[src/rtl/psr_defs.svh]
// constants for the parallel/serial-in shift register
`ifndef PSR_DEFS_SVH
`define PSR_DEFS_SVH
`define PSR_WIDTH 8
`define PSR_CLK_NS 40
`define PSR_SYNC_DEPTH 3
`define PSR_BUF_DEPTH 2
`endif

[src/rtl/psr_pkg.sv]
// types shared by the shift register design
`include "psr_defs.svh"
package psr_pkg;
   typedef logic [`PSR_WIDTH-1:0] psr_stage_t;
   typedef logic [1:0] psr_count_t;
endpackage

[src/rtl/psr_shift_reg.sv]
// eight-stage shift register with parallel load, serial output and output buffer
`timescale 1ns/1ps
`default_nettype none
`include "psr_defs.svh"

module psr_shift_reg #(
   parameter int WIDTH = `PSR_WIDTH
) (
   // system
   input wire logic clk_i,
   input wire logic rst_n_i,
   // device pins, asynchronous to clk_i
   input wire logic clear_n_i,
   input wire logic dev_clk_i,
   input wire logic inhibit_i,
   input wire logic mode_i,
   input wire logic serial_i,
   input wire logic [WIDTH-1:0] par_i,
   // serial output pin
   output logic serial_o,
   // stream of output bits, one per enabled edge
   output logic in_ready_o,
   output logic out_valid_o,
   output logic out_data_o,
   input wire logic out_ready_i
);
   import psr_pkg::*;

   localparam int NIN = WIDTH + 4;

   // bitwise agreement filter: a bit moves only when two stages agree
   function automatic logic [NIN-1:0] agree(input logic [NIN-1:0] a,
                                            input logic [NIN-1:0] b,
                                            input logic [NIN-1:0] old);
      agree = (~(a ^ b) & a) | ((a ^ b) & old);
   endfunction

   // reset release through two flops
   logic rst_q1;
   logic rst_sync_n;
   always_ff @(posedge clk_i or negedge rst_n_i) begin
      if (!rst_n_i) begin
         rst_q1 <= 1'b0;
         rst_sync_n <= 1'b0;
      end else begin
         rst_q1 <= 1'b1;
         rst_sync_n <= rst_q1;
      end
   end

   // clear acts directly on the stages, without waiting for a clock
   // a glitch on the clear pin clears the stages too; that is accepted, not filtered
   wire arst_n = rst_sync_n & clear_n_i;

   // three-flop synchroniser on every pin except clear_n_i, first flop read only by the second
   // the third flop exists only to be compared with the second by the filter
   wire [NIN-1:0] raw = {dev_clk_i, inhibit_i, mode_i, serial_i, par_i};
   logic [NIN-1:0] s1;
   logic [NIN-1:0] s2;
   logic [NIN-1:0] s3;
   logic [NIN-1:0] filt;
   always_ff @(posedge clk_i or negedge rst_sync_n) begin
      if (!rst_sync_n) begin
         s1 <= '0;
         s2 <= '0;
         s3 <= '0;
         filt <= '0;
      end else begin
         s1 <= raw;
         s2 <= s1;
         s3 <= s2;
         filt <= agree(s2, s3, filt);
      end
   end

   // named views of the filtered pins
   wire clk_f = filt[WIDTH+3];
   wire inh_f = filt[WIDTH+2];
   wire mode_f = filt[WIDTH+1];
   wire ser_f = filt[WIDTH];
   wire [WIDTH-1:0] par_f = filt[WIDTH-1:0];

   // rising edge of the device clock; inhibit is assumed to rise only
   // while that clock is high, so gating never forges an edge
   logic clk_prev;
   always_ff @(posedge clk_i or negedge rst_sync_n) begin
      if (!rst_sync_n) begin
         clk_prev <= 1'b0;
      end else begin
         clk_prev <= clk_f;
      end
   end
   wire dev_edge = clk_f & ~clk_prev;
   // inhibit is taken from its filtered copy, so it shares the data latency
   // an edge while the buffer is full is dropped; in_ready_o warns the source
   wire fire = dev_edge & ~inh_f & in_ready_o;

   // next stage contents: shift or broadside load
   // the load path never looks at ser_f, so the serial pin is ignored there
   psr_stage_t stage;
   wire [WIDTH-1:0] shifted = {stage[WIDTH-2:0], ser_f};
   wire [WIDTH-1:0] next_stage = mode_f ? shifted : par_f;

   // stage register
   always_ff @(posedge clk_i or negedge arst_n) begin
      if (!arst_n) begin
         stage <= '0;
      end else if (fire) begin
         stage <= next_stage;
      end
   end

   assign serial_o = stage[WIDTH-1];

   // two-entry buffer of output bits so a stalled receiver loses none
   // pointers wrap at two entries, so one bit each is enough
   // out_data_o selects between flops, never the live stage
   logic mem [`PSR_BUF_DEPTH];
   logic wr_ptr;
   logic rd_ptr;
   psr_count_t count;
   wire pop = out_valid_o & out_ready_i;
   assign in_ready_o = (count != 2'(`PSR_BUF_DEPTH));
   assign out_valid_o = (count != 2'h0);
   assign out_data_o = mem[rd_ptr];
   always_ff @(posedge clk_i or negedge rst_sync_n) begin
      if (!rst_sync_n) begin
         mem[0] <= 1'b0;
         mem[1] <= 1'b0;
         wr_ptr <= 1'b0;
         rd_ptr <= 1'b0;
         count <= 2'h0;
      end else begin
         if (fire) begin
            mem[wr_ptr] <= next_stage[WIDTH-1];
            wr_ptr <= ~wr_ptr;
         end
         if (pop) begin
            rd_ptr <= ~rd_ptr;
         end
         count <= count + psr_count_t'(fire) - psr_count_t'(pop);
      end
   end

   // helper: history of serial pin bits at each accepted edge, and shifts since last load or clear
   // the count saturates so the latency check stays armed on long shift runs
   logic [WIDTH-1:0] hist;
   logic [3:0] nshift;
   always_ff @(posedge clk_i or negedge arst_n) begin
      if (!arst_n) begin
         hist <= '0;
         nshift <= 4'h0;
      end else if (fire) begin
         hist <= {hist[WIDTH-2:0], ser_f};
         if (!mode_f) begin
            nshift <= 4'h0;
         end else if (nshift != 4'hF) begin
            nshift <= nshift + 4'h1;
         end
      end
   end

   // stage checks; a clear in flight aborts those disabled on arst_n; the clear checks and edge_single_a use rst_sync_n
   hold_between_a: assert property (@(posedge clk_i) disable iff (!arst_n)
      !fire |=> $stable(stage)) else $error("stages changed without edge");
   edge_single_a: assert property (@(posedge clk_i) disable iff (!rst_sync_n)
      dev_edge |=> !dev_edge) else $error("one pin edge seen twice");
   shift_entry_a: assert property (@(posedge clk_i) disable iff (!arst_n)
      fire && mode_f |=> stage[0] == $past(ser_f)) else $error("serial bit lost");
   shift_move_a: assert property (@(posedge clk_i) disable iff (!arst_n)
      fire && mode_f |=> stage[WIDTH-1:1] == $past(stage[WIDTH-2:0]))
      else $error("shift chain broken");
   load_all_a: assert property (@(posedge clk_i) disable iff (!arst_n)
      fire && !mode_f |=> stage == $past(par_f)) else $error("load mismatch");
   load_out_a: assert property (@(posedge clk_i) disable iff (!arst_n)
      fire && !mode_f |=> serial_o == $past(par_f[WIDTH-1]))
      else $error("last input not on output");
   inhibit_hold_a: assert property (@(posedge clk_i) disable iff (!arst_n)
      dev_edge && inh_f |=> $stable(stage)) else $error("inhibit ignored");
   clear_zero_a: assert property (@(posedge clk_i) disable iff (!rst_sync_n)
      !clear_n_i |-> stage == '0) else $error("clear did not zero stages");
   clear_out_a: assert property (@(posedge clk_i) disable iff (!rst_sync_n)
      !clear_n_i |-> !serial_o) else $error("clear left output high");
   serial_lat_a: assert property (@(posedge clk_i) disable iff (!arst_n)
      nshift >= 4'(WIDTH) |-> serial_o == hist[WIDTH-1])
      else $error("serial latency wrong");

   // pin filter checks: a bit moves only once the last two flops agree
   filt_take_a: assert property (@(posedge clk_i) disable iff (!rst_sync_n)
      s2 == s3 |=> filt == $past(s2)) else $error("agreed pins not taken");
   filt_hold_a: assert property (@(posedge clk_i) disable iff (!rst_sync_n)
      s2 != s3 |=> ((filt ^ $past(filt)) & ($past(s2) ^ $past(s3))) == '0)
      else $error("unsettled pin passed filter");

   // buffer checks: depth bound, drop when full, pushed bit is the new last stage
   buf_bound_a: assert property (@(posedge clk_i) disable iff (!rst_sync_n)
      count <= 2'(`PSR_BUF_DEPTH)) else $error("buffer count above depth");
   full_drop_a: assert property (@(posedge clk_i) disable iff (!arst_n)
      dev_edge && !inh_f && !in_ready_o |=> $stable(stage))
      else $error("edge taken while full");
   push_copy_a: assert property (@(posedge clk_i) disable iff (!arst_n)
      fire |=> mem[$past(wr_ptr)] == serial_o) else $error("buffered bit differs");
   pop_next_a: assert property (@(posedge clk_i) disable iff (!rst_sync_n)
      pop && count == 2'h2 |=> out_valid_o) else $error("second entry lost");
   data_hold_a: assert property (@(posedge clk_i) disable iff (!rst_sync_n)
      out_valid_o && !out_ready_i |=> out_valid_o && $stable(out_data_o))
      else $error("stalled bit changed");
   reset_idle_a: assert property (@(posedge clk_i)
      !rst_sync_n |-> !out_valid_o && in_ready_o) else $error("buffer busy in reset");
endmodule
`default_nettype wire

[config.mk]
export PLATFORM = sky130hd
export DESIGN_NAME = psr_shift_reg
export DESIGN_NICKNAME = d
export VERILOG_FILES = /design/src/rtl/psr_pkg.sv /design/src/rtl/psr_shift_reg.sv
export VERILOG_INCLUDE_DIRS = /design/src /design/src/rtl
export SDC_FILE = /design/constraint.sdc
export NUM_CORES = 1
export LEC_CHECK = 0
export BUFFER_PORTS_ARGS = -buffer_cell sky130_fd_sc_hd__buf_2
export CAP_MARGIN = 5
export CELL_PAD_IN_SITES_DETAIL_PLACEMENT = 0
export CELL_PAD_IN_SITES_GLOBAL_PLACEMENT = 1
export CORE_ASPECT_RATIO = 0.7
export CORE_MARGIN = 3
export CORE_UTILIZATION = 47
export CTS_BUF_LIST = sky130_fd_sc_hd__clkbuf_8
export DETAILED_ROUTE_END_ITERATION = 6
export PLACE_DENSITY_LB_ADDON = 0.08
export SLEW_MARGIN = 20
export SYNTH_ARGS = -nofsm -noshare
export SYNTH_HDL_FRONTEND = slang
export SYNTH_SLANG_ARGS = --single-unit
[constraint.sdc]
create_clock -name clk_i -period 1.8 [get_ports clk_i]
set_input_delay 0.36 -clock clk_i [delete_from_list [all_inputs] [get_ports clk_i]]
set_output_delay 0.36 -clock clk_i [all_outputs]
set_load 0.02 [all_outputs]
# --- After elaboration in Yosys (flattened, before gate mapping) ---
# Cells that the tools add are included.
classes:
  reduce_logical: 2
  bitwise_logic: 16
  magnitude_cmp: 3
  n_addsub: 2
  eq_ne: 1
  mux: 7
ops:
  columns: ["operator", "n"]
  rows:
  - ["AND 12 bit", 2]
  - ["NOT 12 bit", 1]
  - ["bitwise OR 12 bit", 1]
  - ["bitwise XOR 12 bit", 1]
  - ["two-way mux 8 bit", 1]
  - ["AND 1 bit", 5]
  - [">= comparator 2 bit (second input constant)", 2]
  - ["two-way mux 1 bit", 4]
  - ["NOT 1 bit", 4]
  - ["NOT 1 -> 2 bit", 2]
  - ["adder 2 x 1 -> 2 bit", 1]
  - ["bitwise mux 2 bit", 1]
  - ["< comparator 2 x 1 -> 1 bit (second input constant)", 1]
  - ["inequality test 2 bit (second input constant)", 1]
  - ["nonzero test 2 bit", 1]
  - ["subtractor 2 x 1 -> 2 bit", 1]
  - ["demux 1 bit (select 1 bit)", 1]
  - ["logical AND 1 bit", 1]
totals:
  reg_bits: 65
  inputBits: 16

# --- Longest topological paths before layout ---
# Gate-level depths: netlist (run 1).
depth:
  ltp_word: 6
  mapped_depth: 5

# --- Worst setup path before layout (run 1) ---
# OpenSTA, ideal clock, no wires.
synth_path:
  kind: "register to register"
  from: "reg count[1]"
  to: "reg count[1]"
  path_buffers: 0
  synth_period_minus_slack_ns: 1.699
  arrival_ns: 1.576
  required_time_ns: 1.677
  stages_incl_launch_ff: 6
  setup_slack_ns: 0.101
  path_cell_list: "dfrtp_1 > or2_2 > and2_1 > ha_1 > and4b_2 > xnor2_1"
synth_between:
  elab_cells_between_ends: 6
  cone_classes: "add/sub (2); eq/ne (1); bitwise (2); reduce/logical (1)"
synth_lines:
  columns: ["item", "line", "rtl"]
  rows:
  - ["start, declared", "psr_shift_reg.sv:121", "psr_count_t count;"]
  - ["start signal, assigned", "psr_shift_reg.sv:141", "count <= count + psr_count_t'(fire) - psr_count_t'(pop);"]
  - ["nonzero test 2 bit", "psr_shift_reg.sv:124", "assign out_valid_o = (count != 2'h0);"]
  - ["net out_valid_o", "psr_shift_reg.sv:23", "output logic out_valid_o,"]
  - ["AND 1 bit", "psr_shift_reg.sv:122", "wire pop = out_valid_o & out_ready_i;"]
  - ["net pop", "psr_shift_reg.sv:122", null]
  - ["subtractor 2 x 1 -> 2 bit", "psr_shift_reg.sv:141", null]
# The timed path passes the listed nets, and every way through them passes these cells.
# A chain may end at the register's enable or synchronous reset.

# --- Final worst setup path (run 1) ---
layout_path:
  from: "reg count[1]"
  to: "reg count[1]"
layout_between:
  elab_cells_between_ends: 6
  cone_classes: "add/sub (2); eq/ne (1); bitwise (2); reduce/logical (1)"
layout_lines:
  columns: ["item", "line"]
  rows:
  - ["nonzero test 2 bit", "psr_shift_reg.sv:124"]
  - ["AND 1 bit", "psr_shift_reg.sv:122"]
  - ["net pop", "psr_shift_reg.sv:122"]
  - ["subtractor 2 x 1 -> 2 bit", "psr_shift_reg.sv:141"]
# The timed path passes the listed nets, and every way through them passes these cells.

==> results.txt, run 1 <==
* Final period util: 93.7%
- Final setup TNS: 0 ns
- Required arrival time at the worst endpoint: around 2.1 ns
- In the global route stage, overall resource usage came out at approximately 14%.
* Routed WL per cell: about 14 microns
- By area, the combinational part of the netlist is dominated by multiplexers.
- At the end of the flow, the number of nets in the layout was 165.
- Die Width: ~87 microns
* Flip-flop and latch count after synthesis: 65
* Number of rows in the core area: 19
* Final total power: between 3 and 4 mW
- Input/output buffers: 19
- Final antenna diode count: 0
* Worst slack, placed: 0.124 ns
- The final number of hold-violating endpoints came to 0.
- From synthesis to final layout, the design area changed by 17.2%.
* Total length of routed wires: 2.89 mm
- Origin of the critical flop-to-flop path: count[1]
- Post-Syn Area per Cell: 18.3 sq um
- The worst-case IR drop observed on VDD is 0.00101 V.
* Routed metal-1 wire length: approximately 1.4 mm
- The finished layout holds 205 standard cells, fillers aside.
- Before antenna repair, the detailed router went through 4 iterations.
- The synthesized netlist devotes 1.23% of its cell area to compound gates.
* Share of the yosys chip area belonging to registers: approximately three quarters
- The via count of the first global-routing pass was ~1100.
- Number of warning messages in the yosys log: 0
- The clock network burns 32.3% of the power.
* Number of setup violations in the final report: 0
- Total gr overflow: 0
- Dividing total power by cell area gives a power density of 1470 nW/um^2.
- Hold/Removal Path Class: in2async
* Clock root cell: sky130_fd_sc_hd__clkbuf_8
- In this run the number of H-tree levels came out at 3.
- Final standard cell area without fillers: 2510 sq um
- The critical path in this run is classified as reg2reg.
- Maximum fanout count along the critical path: 3
- Critical register-to-register path endpoint: count[1]
* Area of the core region: 4140 sq um
* Quantity of gates resized following cts: 0
- Placed wire-length estimate: 1.95 mm
- Remaining routing DRC violations: 0
- Setup repair after global routing missed its margin: no
* Die footprint: between 5000 and 6000 sq um
- Counting along the longest clock path gives a buffer depth of 2.
- In this run, CTS created clock tree buffers numbering 9.
- The worst register-to-register path has a depth of 5.
* Cell Count Post-Placement: 188
- In the synthesized netlist, mux cells make up 10.2% of the area.
* Top achievable clock speed: 0.593 GHz
- Counting every net in the synthesized netlist gives roughly 130.
- Across the run, the number of max-cap violations was 0.
- The count of nets left with antenna violations once routing finished came out at 0.
- Fill cells in the final layout number 331.
- In this run, the number of DRC markers left after iteration 0 of detailed routing was 48.
- Amount of wire on met2 after detailed routing: 1.23 mm
- Data arrives at the worst endpoint at between 1.5 and 2 ns.
* Initial core utilization: 51.8%
- After detailed routing, the number of vias per cell comes to 4.91.
* Core utilization of the finished layout: between 60% and 70%
- After detailed placement, the total cell area comes to 2300 sq um.
* Synth Area in Adders: 6.19%
- Global-route wire length before repair: between 5 and 6 mm
* Final Hold Slack: approximately 0.036 ns
* Run status: complete, no violations
- Cell count after synthesis: about 120
- Of the total power, registers draw between 50% and 60%.
* Clock-pin transition on the worst setup and hold timing paths: 0.07 ns
- Net switching is 24.8% of the power.
- Met3 WL post-DR: 222 microns
- At the later pin of the worst-skew pair, clock insertion delay measures 0.33 ns.
- Routability-driven placement finished with a final weighted congestion of 0.688.
* Antenna violations before repair: 0
* Worst setup margin: about 0.11 ns
* Number of vias after detailed routing: a little over 1000
* Time the final worst path needs with I/O delays and setup: 1.69 ns
- Maximum number of pins on one net before global-route repair: 23
- Fraction of layout cells with a size suffix above 1: 37.3%
- Cell internal power was estimated by the tool at 2.77 mW.
* Simple-gate share of the synthesized area: 3.15%
* Clock net sink count: 65
- Number of unique standard cell types used by synthesis: 21
* Height of the die: 62.5 microns
* Combined area of all synthesized cells: about 2100 sq um
- Final clock skew: 0.00884 ns
- CTS tree: done
- The setup check on the worst reg-to-reg path leaves a slack of around 0.11 ns.
- Count of pins over their slew limit: 0
- The highest metal layer carrying signal wires in the routed design is met4.
* Switching power of the nets: 0.914 mW
- # IOs: 20
* Xor and xnor area share after synthesis: between 2 and 2.5%
- Relative contribution of combinational cells to total power: 17.5%
- STA classifies the critical path endpoint as a flip-flop.
- Summed over all cells, the static leakage comes to approximately 1.1 nW.
* Startpoint type of the worst setup path: flip-flop
cell type report:
| class | count | area, sq um | area share (%) |
|---|---|---|---|
| multi-input cells | 48 | 492 | 19.6 |
| flip-flops and latches | 65 | 1630 | 64.8 |
| inverters | 2 | 7.51 | 0.299 |
| clock buffers | 11 | 151 | 6.03 |
| well taps | 52 | 65.1 | 2.59 |
| repair buffers | 22 | 120 | 4.78 |
| clock inverters | 5 | 47.5 | 1.89 |
cell usage after synthesis:
library cell,instances,share of area [%]
sky130_fd_sc_hd__buf_2,1,0.23
sky130_fd_sc_hd__ha_1,1,0.58
sky130_fd_sc_hd__nor2_1,1,0.18
sky130_fd_sc_hd__and2_1,2,0.58
sky130_fd_sc_hd__and4b_2,1,0.53
sky130_fd_sc_hd__and3_4,1,0.53
sky130_fd_sc_hd__dfrtp_1,65,76
sky130_fd_sc_hd__nor4b_1,1,0.41
sky130_fd_sc_hd__buf_6,1,0.53
sky130_fd_sc_hd__a21oi_1,1,0.23
sky130_fd_sc_hd__a41oi_1,1,0.41
sky130_fd_sc_hd__xnor2_1,3,1.2
sky130_fd_sc_hd__maj3_1,12,5.6
sky130_fd_sc_hd__mux2_2,10,5.3
sky130_fd_sc_hd__conb_1,1,0.18
sky130_fd_sc_hd__or2_2,1,0.29
sky130_fd_sc_hd__inv_1,2,0.35
sky130_fd_sc_hd__xor2_1,2,0.82
sky130_fd_sc_hd__a31oi_1,2,0.58
sky130_fd_sc_hd__nand2b_4,1,0.64
sky130_fd_sc_hd__mux2_4,7,4.9
routing by layer:
metal  global-route usage (%)  vias up
met1                     18.4      520
met2                     18.5       23
li1                         -      462
met3                     10.7        2
met5                        0        -
met4                     5.25        0
cell families after synthesis:
logic type,Yosys count
compound gates,4
xor+xnor,5
fa+ha+maj,13
buf+inv,4
flops,65
mux,17
other cells,1
simple gates,8
power groups by stage:
stage	clock, mW	combinational, mW	sequential (mW)
2_1_floorplan	0	0.507	1.85
3_3_place_gp	0	0.625	1.87
3_5_place_dp	0	0.647	1.88
4_1_cts	1.24	0.653	1.86
5_1_grt	1.32	0.711	1.89
6_report	1.19	0.643	1.85
how the worst max path moves through the flow:
stage | from | to
final | count[1] | count[1]
after global routing | count[1] | count[1]
after CTS | count[1] | count[1]
after detailed placement | count[1] | count[1]
after global placement | count[1] | count[1]
after floorplan | rst_sync_n | stage[0]
cells in the final DEF, fill, tap and decap left out:
master                          Yosys  routed
sky130_fd_sc_hd__ha_1               1       1
sky130_fd_sc_hd__and2_1             2       2
sky130_fd_sc_hd__nand2b_4           1       1
sky130_fd_sc_hd__buf_4              0       2
sky130_fd_sc_hd__xnor2_1            3       3
sky130_fd_sc_hd__and3_4             1       1
sky130_fd_sc_hd__nor2_1             1       1
sky130_fd_sc_hd__clkbuf_8           0      11
sky130_fd_sc_hd__dfrtp_2            0       1
sky130_fd_sc_hd__a31oi_1            2       2
sky130_fd_sc_hd__mux2_2            10      10
sky130_fd_sc_hd__buf_2              1      19
sky130_fd_sc_hd__conb_1             1       1
sky130_fd_sc_hd__mux2_4             7       7
sky130_fd_sc_hd__maj3_1            12      12
sky130_fd_sc_hd__a41oi_1            1       1
sky130_fd_sc_hd__xor2_1             2       2
sky130_fd_sc_hd__or2_2              1       1
sky130_fd_sc_hd__dfrtp_1           65      64
sky130_fd_sc_hd__inv_1              2       4
sky130_fd_sc_hd__bufinv_16          0       1
sky130_fd_sc_hd__a21oi_1            1       1
sky130_fd_sc_hd__and4b_2            1       1
sky130_fd_sc_hd__clkinv_2           0       2
sky130_fd_sc_hd__dlygate4sd3_1      0       1
sky130_fd_sc_hd__nor4b_1            1       1
critical path, stage by stage, from the launching register on:
cell	delay (ns)
sky130_fd_sc_hd__dfrtp_1	0.42
sky130_fd_sc_hd__or2_2	0.29
sky130_fd_sc_hd__and2_1	0.19
sky130_fd_sc_hd__ha_1	0.31
sky130_fd_sc_hd__and4b_2	0.29
sky130_fd_sc_hd__xnor2_1	0.11
repair_timing:
item | CTS | global route
setup buffers | 0 | 0
hold buffers | 1 | 0
hold endpoints to repair | 2 | 0
Note: power is estimated with default switching activity, not from simulation.
==> inputs of run 2 (changes only) <==
--- a/config.mk
+++ b/config.mk
@@ -12,8 +12,8 @@
 export CELL_PAD_IN_SITES_GLOBAL_PLACEMENT = 1
 export CORE_ASPECT_RATIO = 0.7
 export CORE_MARGIN = 3
-export CORE_UTILIZATION = 47
-export CTS_BUF_LIST = sky130_fd_sc_hd__clkbuf_8
+export CORE_UTILIZATION = 44
+export CTS_BUF_LIST = sky130_fd_sc_hd__clkbuf_16
 export DETAILED_ROUTE_END_ITERATION = 6
 export PLACE_DENSITY_LB_ADDON = 0.08
 export SLEW_MARGIN = 20
==> run 2 against run 1 <==
Net effect:
- final area grew 5.3%
- critical path type unchanged
- maximum frequency shrank 0.29%
- critical endpoint unchanged
- clock power grew 55%
- count of clock-buffer cells in the layout shrank 2
- sequential share of layout area shrank 3.3 points
==> results.txt, run 2 (synthesis results as in run 1) <==
- The run finished with clean final reports.
- The final HPWL from detailed placement was 2.05 mm (+5.0%).
- The post-route cell area is 2650 sq um (+5.3%).
- CTS tree: done
- Area growth from synthesis to final layout: 23.5%
- Clock net sink count: 65 (unchanged)
* Part of the total power dissipated in the clock network: 42.5% (+10 points)
- Final Hold Fails: 0 (unchanged)
- Startpoint type of the worst setup path: flip-flop
* Final period util: 94.0% (+0.27 points)
- The maximum net fanout on the critical path is 3 (unchanged).
- The reported leakage power was 1.20 nW (+4.2%).
- The overall die area is 5750 sq um (+6.2%).
* # IOs: 20 (unchanged)
- The switching power of the nets came to 1.05 mW (+15%).
* Clock buffers created by TritonCTS: 9 (unchanged)
- The final antenna diode count came to 0 (unchanged).
- The total of max-cap violations was 0 (unchanged).
* Commonest non-fill, non-tap cell in the layout: sky130_fd_sc_hd__dfrtp_1
* Quantity of gates resized following cts: 0 (unchanged)
* Overall routing resource usage: 13.4% (-0.95 points)
- Placed Instance Area: 2310 sq um (+0.16%)
- CP Data Arrival Time: 1.93 ns (about the same)
- Share of power burned in registers: 42.6% (-7.6 points)
- The required time at the worst-slack endpoint is 2.04 ns (-0.02 ns).
- The combinational share of power was 14.9% (-2.6 points).
- Final ANT Viol Nets: 0 (unchanged)
* Power density over cell area: 1640 nW/um^2 (+12%)
- The final layout net count came to 165 (unchanged).
- Highest-count cells in the layout ignoring fill and taps: 64 x sky130_fd_sc_hd__dfrtp_1, 19 x sky130_fd_sc_hd__buf_2, 12 x sky130_fd_sc_hd__maj3_1, 10 x sky130_fd_sc_hd__mux2_2, 9 x sky130_fd_sc_hd__clkbuf_16
- Drt via density: 4.82 (-1.9%)
- The global-route wire length before repair was 5.60 mm (+0.23%).
- TritonRoute pass-1 iters: 4 (unchanged)
* Input/output buffers: 19 (unchanged)
* Antenna violations before repair: 0 (unchanged)
* Maximum number of pins on one net before global-route repair: 32 (+39%)
- CP peak stage delay: 0.42 ns (about the same)
* Level count of the clock H-tree: 3 (unchanged)
* Fraction of layout cells with a size suffix above 1: 38.6% (+1.3 points)
- Traced cell by cell, the critical path runs through or2_2 -> and2_1 -> ha_1 -> and4b_2 -> xnor2_1.
- Number of setup violations in the final report: 0 (unchanged)
- Crit end category: flip-flop
- The number of buffers and inverters on the critical path was 0 (unchanged).
- The highest attainable clock frequency came to 0.591 GHz (-0.29%).
- The min-delay analysis places its worst path in the category in2async.
* Time the final worst path needs with I/O delays and setup: 1.69 ns (+0.00483 ns)
- Count of routing violations after the opening detailed-route iteration: 26 (-46%)
- Initial core utilization: 47.6% (-4.2 points)
- Setup repair after global routing left no endpoint under its margin.
- Master of the slowest instance on the critical path: sky130_fd_sc_hd__dfrtp_1
* Area of the core region: 4500 sq um (+8.9%)
- Kind of cell adding the most delay to the critical path: simple AND/OR/NAND/NOR gates
- The sum of negative setup slack came to 0 ns (unchanged).
- Number of vias after detailed routing: 1002 (-0.50%)
* Routability Congestion: 0.659 (-4.1%)
* Height of the die: 64.4 microns (+3.0%)
* Pint: 3.30 mW (+19%)
- Maximum count of clock buffers along a single path: 2 (unchanged)
- Via count of the first global-routing pass: 1137 (+0.35%)
- Net switching share of the total power: 24.2% (-0.59 points)
- Total length of routed wires: 3.04 mm (+5.1%)
* Max rail drop VDD: 0.000750 V (-26%)
* Remaining routing DRC violations: 0 (unchanged)
- Path type of the worst setup path: reg2reg
- The x dimension of the die came to 89.4 microns (+3.1%).
* Final clock skew: 0.00357 ns (-0.00527 ns)
- Clock root cell: sky130_fd_sc_hd__clkbuf_16
- Number of fill cells: 349 (+5.4%)
* Total gr overflow: 0 (unchanged)
- Clk_lat worst skew: 0.32 ns (about the same)
- Clock-pin transition on the worst setup and hold timing paths: 0.05 ns (-0.02 ns)
- The number of slew-limit violations in the final report is 0 (unchanged).
* Routed WL per cell: 14.6 microns (+3.6%)
- The site row count is 20 (+1).
-- run 2: layout make-up --
cell class | count | area (sq um) | area share, %
flip-flops and latches | 65 | 1630 | 61.5
multi-input cells | 48 | 492 | 18.6
clock buffers | 9 | 225 | 8.51
repair buffers | 22 | 120 | 4.54
clock inverters | 7 | 104 | 3.93
well taps | 55 | 68.8 | 2.60
inverters | 2 | 7.51 | 0.284
-- run 2: through the flow --
step                      setup WS, ns  util [%]  instances  hold slack, ns  power (mW)
final                            0.108      58.7        208          0.0546        4.35
after global routing            0.0361      58.7        208          0.0809        4.57
after CTS                        0.102      58.7        208          0.0518        4.41
after detailed placement         0.114      51.2        191           0.149        2.53
after global placement           0.168      51.2        191           0.146        2.49
after floorplan                 0.0178         -        117          0.0644        2.36
-- run 2: final timing paths --
check,start,end,slack [ns],cells after the start
setup / recovery,count[1],count[1],0.11,5
hold / removal,clear_n_i,stage[4],0.05,2
setup reg to reg,count[1],count[1],0.11,5
hold reg to reg,rst_sync_n,s3[3],0.30,1
max in group asynchronous,rst_sync_n,count[0],1.19,1
min in group clk_i,par_i[7],s1[7],0.14,1
-- run 2: worst reg2reg max path: cells and delay by family (launching register included) --
family / cells / cell delay, ns
flip-flops: 1 / 0.42
XOR/XNOR: 1 / 0.11
adder cells (fa/ha/maj): 1 / 0.30
AND/OR/NAND/NOR: 3 / 0.78
-- run 2: power by group through the flow --
stage / Combinational, mW / Clock, mW / Sequential, mW
floorplan: 0.507 / 0 / 1.85
global placement: 0.633 / 0 / 1.86
detailed placement: 0.659 / 0 / 1.87
CTS: 0.663 / 1.89 / 1.85
global route: 0.720 / 1.97 / 1.88
finish: 0.650 / 1.85 / 1.85
-- run 2: layer usage --
| metal | global-route usage [%] | vias up | part of all wire, % |
|---|---|---|---|
| met5 | 0 | - | 0 |
| li1 | - | 464 | - |
| met3 | 6.31 | 2 | 5.4 |
| met4 | 5.58 | 0 | 0.59 |
| met2 | 18.4 | 22 | 43 |
| met1 | 18.3 | 514 | 51 |
-- run 2: timing repair --
item / CTS / global route
setup buffers: 0 / 0
endpoints found under the setup margin: 0 / 0
hold buffers: 1 / 0
endpoints found under the hold margin: 2 / 0
==> inputs of run 3 (changes only) <==
--- a/config.mk
+++ b/config.mk
@@ -6,13 +6,14 @@
 export SDC_FILE = /design/constraint.sdc
 export NUM_CORES = 1
 export LEC_CHECK = 0
+export ABC_AREA = 1
 export BUFFER_PORTS_ARGS = -buffer_cell sky130_fd_sc_hd__buf_2
 export CAP_MARGIN = 5
 export CELL_PAD_IN_SITES_DETAIL_PLACEMENT = 0
 export CELL_PAD_IN_SITES_GLOBAL_PLACEMENT = 1
 export CORE_ASPECT_RATIO = 0.7
 export CORE_MARGIN = 3
-export CORE_UTILIZATION = 44
+export CORE_UTILIZATION = 42
 export CTS_BUF_LIST = sky130_fd_sc_hd__clkbuf_16
 export DETAILED_ROUTE_END_ITERATION = 6
 export PLACE_DENSITY_LB_ADDON = 0.08
==> run 3 against run 2 <==
Net effect:
- first-iteration DRC count is 77% higher
- count of clock-buffer cells in the layout stayed put
- non-clock buffer count stayed put
- sequential power hardly changed
- total power is 3.5% lower
- largest cell class unchanged
==> results.txt, run 3 <==
- Die footprint: 6170 sq um (+7.2%)
* Met3 WL post-DR: 141 microns (-15%)
- Leading post-synthesis cells by cell area: sky130_fd_sc_hd__dfrtp_1 74%, sky130_fd_sc_hd__maj3_1 5.0%, sky130_fd_sc_hd__nand2_1 4.9%, sky130_fd_sc_hd__inv_1 2.9%, sky130_fd_sc_hd__o21ai_2 2.4%
- Number of setup violations in the final report: 0 (unchanged)
- Sequential cell area: 1630 sq um (unchanged)
- The count of input and output buffers came to 19 (unchanged).
- Number of vias after detailed routing: 1184 (+18%)
- The core area came to 4910 sq um (+9.1%).
- Top cell type's share of synthesized area: 73.7% (-2.2 points)
- Hold/Removal Path Class: in2async
- In the layout the commonest cells are 64 x sky130_fd_sc_hd__dfrtp_1, 29 x sky130_fd_sc_hd__nand2_1, 20 x sky130_fd_sc_hd__inv_1, 19 x sky130_fd_sc_hd__buf_2, 11 x sky130_fd_sc_hd__maj3_1.
- The number of top-level pins is 20 (unchanged).
- The share of final-layout standard cells stronger than drive strength 1 came to 25.4% (-13 points).
* Placed wire-length estimate: 2.09 mm (+2.0%)
- The largest total area in the synthesized netlist belongs to sky130_fd_sc_hd__dfrtp_1.
* Required arrival time at the worst endpoint: 2.00 ns (-0.04 ns)
* Chain of cells forming the critical path: or2_2 -> nand2_1 -> inv_1 -> ha_1 -> inv_1 -> nand4_1 -> nand2_1 -> nand2_1
* Die Width: 92.6 microns (+3.6%)
- Post-CTS Setup Bufs: 0 (unchanged)
* Share of the yosys chip area belonging to registers: 73.7% (-2.2 points)
* Nets: 209 (+27%)
- The clock buffer count from CTS was 9 (unchanged).
* Remaining routing DRC violations: 0 (unchanged)
- The number of enable-type register cells in the synthesized netlist came to 0 (unchanged).
* Clock-pin transition on the worst setup and hold timing paths: 0.05 ns (about the same)
* Path type of the worst setup path: reg2reg
* Most frequent cells after synthesis: 65 x sky130_fd_sc_hd__dfrtp_1, 29 x sky130_fd_sc_hd__nand2_1, 17 x sky130_fd_sc_hd__inv_1
- Static leakage power: 1.30 nW (+9.0%)
- The final worst hold slack was 0.0454 ns (-0.00919 ns).
- CP peak stage delay: 0.40 ns (-0.02 ns)
- Among all cell types in the netlist, the one instantiated most often is sky130_fd_sc_hd__dfrtp_1.
- The number of slew-limit violations in the final report came to 0 (unchanged).
- The share of synthesized registers carrying an async set or reset is 100% (unchanged).
- Worst slack, placed: 0.280 ns (+0.166 ns)
- Top achievable clock speed: 0.655 GHz (+11%)
* Final total power: 4.20 mW (-3.5%)
- The aggregate global-route resource usage came to 11.6% (-1.9 points).
* Number of fill cells: 423 (+21%)
- The final number of hold-violating endpoints came to 0 (unchanged).
- Crit path buf inv count: 2 (+2)
- The signal arrival time at the worst endpoint was 1.73 ns (-0.20 ns).
- The flow ran to the end, and the final reports show no timing, DRC or antenna violations.
- The net count after synthesis was 179 (+34%).
- Final antenna diode count: 0 (unchanged)
- Routability Congestion: 0.691 (+4.8%)
- The slack of the critical path is 0.273 ns (+0.165 ns).
- The peak ir drop on the vdd network came to 0.000850 V (+13%).
- Global-route wire length before repair: 5.27 mm (-5.9%)
- Library cell appearing most often on the critical path: sky130_fd_sc_hd__nand2_1
* Final clock skew: 0.00891 ns (+0.00534 ns)
- The y dimension of the die was 66.6 microns (+3.5%).
- The clock sink count was 65 (unchanged).
* Number of unique standard cell types used by synthesis: 21 (unchanged)
* Count of routing violations after the opening detailed-route iteration: 46 (+77%)
- Kind of cell adding the most delay to the critical path: simple AND/OR/NAND/NOR gates
- Commonest non-fill, non-tap cell in the layout: sky130_fd_sc_hd__dfrtp_1
- The detail-routed via count per cell is 4.45 (-7.6%).
- The sum of negative setup slack is 0 ns (unchanged).
- The routed length on met2 is 1.30 mm (-1.1%).
- CTS tree: done
* Number of max-cap violations: 0 (unchanged)
- Dominant register cell in the synthesized netlist: sky130_fd_sc_hd__dfrtp_1
- The buffer levels on the longest clock path is 2 (unchanged).
- Number of rows in the core area: 21 (+5.0%)
- The number of H-tree levels is 3 (unchanged).
- The average cell area after synthesis came to 13.6 sq um (-26%).
- Time the final worst path needs with I/O delays and setup: 1.53 ns (-0.165 ns)
- The largest net degree at the start of global routing was 29 (-9.4%).
- The post-route cell area came to 2690 sq um (+1.8%).
* Flip-flop and latch count after synthesis: 65 (unchanged)
- CTS placed an instance of sky130_fd_sc_hd__clkbuf_16 at the clock tree root.
* Startpoint type of the worst setup path: flip-flop
- Placed Instance Area: 2380 sq um (+3.1%)
* Antenna violations before repair: 0 (unchanged)
* Power density over cell area: 1560 nW/um^2 (-5.2%)
- Total gr overflow: 0 (unchanged)
* Via count of the first global-routing pass: 1163 (+2.3%)
- Multi-input logic area: 483 sq um (-1.8%)
- Clk_lat worst skew: 0.31 ns (about the same)
* Routed WL per cell: 10.9 microns (-25%)
* Cell count after synthesis: 162 (+38%)
- Number of warning messages in the yosys log: 0 (unchanged)
- The count of instances resized after the clock tree is built was 0 (unchanged).
* Total length of routed wires: 2.91 mm (-4.3%)
* Crit end category: flip-flop
* Top Layer Used: met4
- Combined area of all synthesized cells: 2210 sq um (+3.0%)
- TritonRoute pass-1 iters: 4 (unchanged)
- Final period util: 84.8% (-9.2 points)
- Setup repair after global routing left no endpoint under its margin.
- Maximum fanout count along the critical path: 3 (unchanged)
- Among all stages on the critical path, the largest delay is contributed by sky130_fd_sc_hd__dfrtp_1.
* Initial core utilization: 44.9% (-2.7 points)
* Final ANT Viol Nets: 0 (unchanged)
- Routed metal-1 wire length: 1.45 mm (-5.8%)
- Compared with the post-synthesis result, the final layout area differs by 22.1%.
-- run 3: cell count changes in the layout (fill, tap and decap cells not counted), sizes merged, moves of 3 or more --
cell	previous run	this run
mux2	17	0
nand4	0	3
nand2	0	32
inv	3	22
nand3	0	5
o21ai	0	15
-- run 3: cell type report --
type | instances | area share [%]
Clock buffer | 9 | 8.36
Clock inverter | 7 | 2.97
Inverter | 19 | 2.65
Multi-Input combinational cell | 75 | 17.9
Sequential cell | 65 | 60.4
Tap cell | 69 | 3.20
Timing Repair Buffer | 22 | 4.46
-- run 3: cells by family after synthesis --
kind of cell	count (synthesis)	synth area share (%)
xor gates and xnor gates	3	1.19
other	1	0.170
adders and majority gates	13	6.07
DFF	65	73.7
buffers and inverters	22	4.37
and+or+nand+nor	43	10.0
AOI/OAI and AO/OA	15	4.42
-- run 3: worst paths after layout --
path	cells after the start	to	start	slack, ns
worst max register to register	8	count[1]	count[1]	0.27
max in group asynchronous	1	s1[5]	rst_sync_n	0.95
worst max-delay path	8	count[1]	count[1]	0.27
worst min-delay path	3	stage[2]	clear_n_i	0.05
worst min register to register	0	s1[8]	rst_sync_n	0.18
min in group clk_i	1	s1[11]	dev_clk_i	0.15
-- run 3: through the flow --
stage,instances,util (%)
after detailed placement,249,48.4
after global placement,249,48.4
final,266,54.8
after global routing,266,54.8
after floorplan,162,-
after CTS,266,54.8
-- run 3: worst reg2reg max path, stage by stage, from the launching register on --
cell	delay (ns)
sky130_fd_sc_hd__dfrtp_1	0.40
sky130_fd_sc_hd__or2_2	0.29
sky130_fd_sc_hd__nand2_1	0.10
sky130_fd_sc_hd__inv_1	0.05
sky130_fd_sc_hd__ha_1	0.29
sky130_fd_sc_hd__inv_1	0.08
sky130_fd_sc_hd__nand4_1	0.09
sky130_fd_sc_hd__nand2_1	0.07
sky130_fd_sc_hd__nand2_1	0.04
-- run 3: metal layers --
layer  vias up  global-route usage (%)
met3         2                    5.53
met2        22                    16.7
li1        572                       -
met5         -                       0
met1       588                    14.9
met4         0                    4.94
-- run 3: report_power, final --
part / switching, mW / leakage [nW] / internal, mW / total (mW)
combinational: 0.391 / 0.374 / 0.260 / 0.650
clock: 0.525 / 0.161 / 1.19 / 1.71
sequential: 0.144 / 0.769 / 1.69 / 1.84
total: 1.06 / 1.30 / 3.14 / 4.20
-- run 3: timing repair --
| item | in CTS | in global routing |
|---|---|---|
| hold endpoints to repair | 2 | 0 |
| setup endpoints to repair | 0 | 0 |
| hold buffers | 1 | 0 |
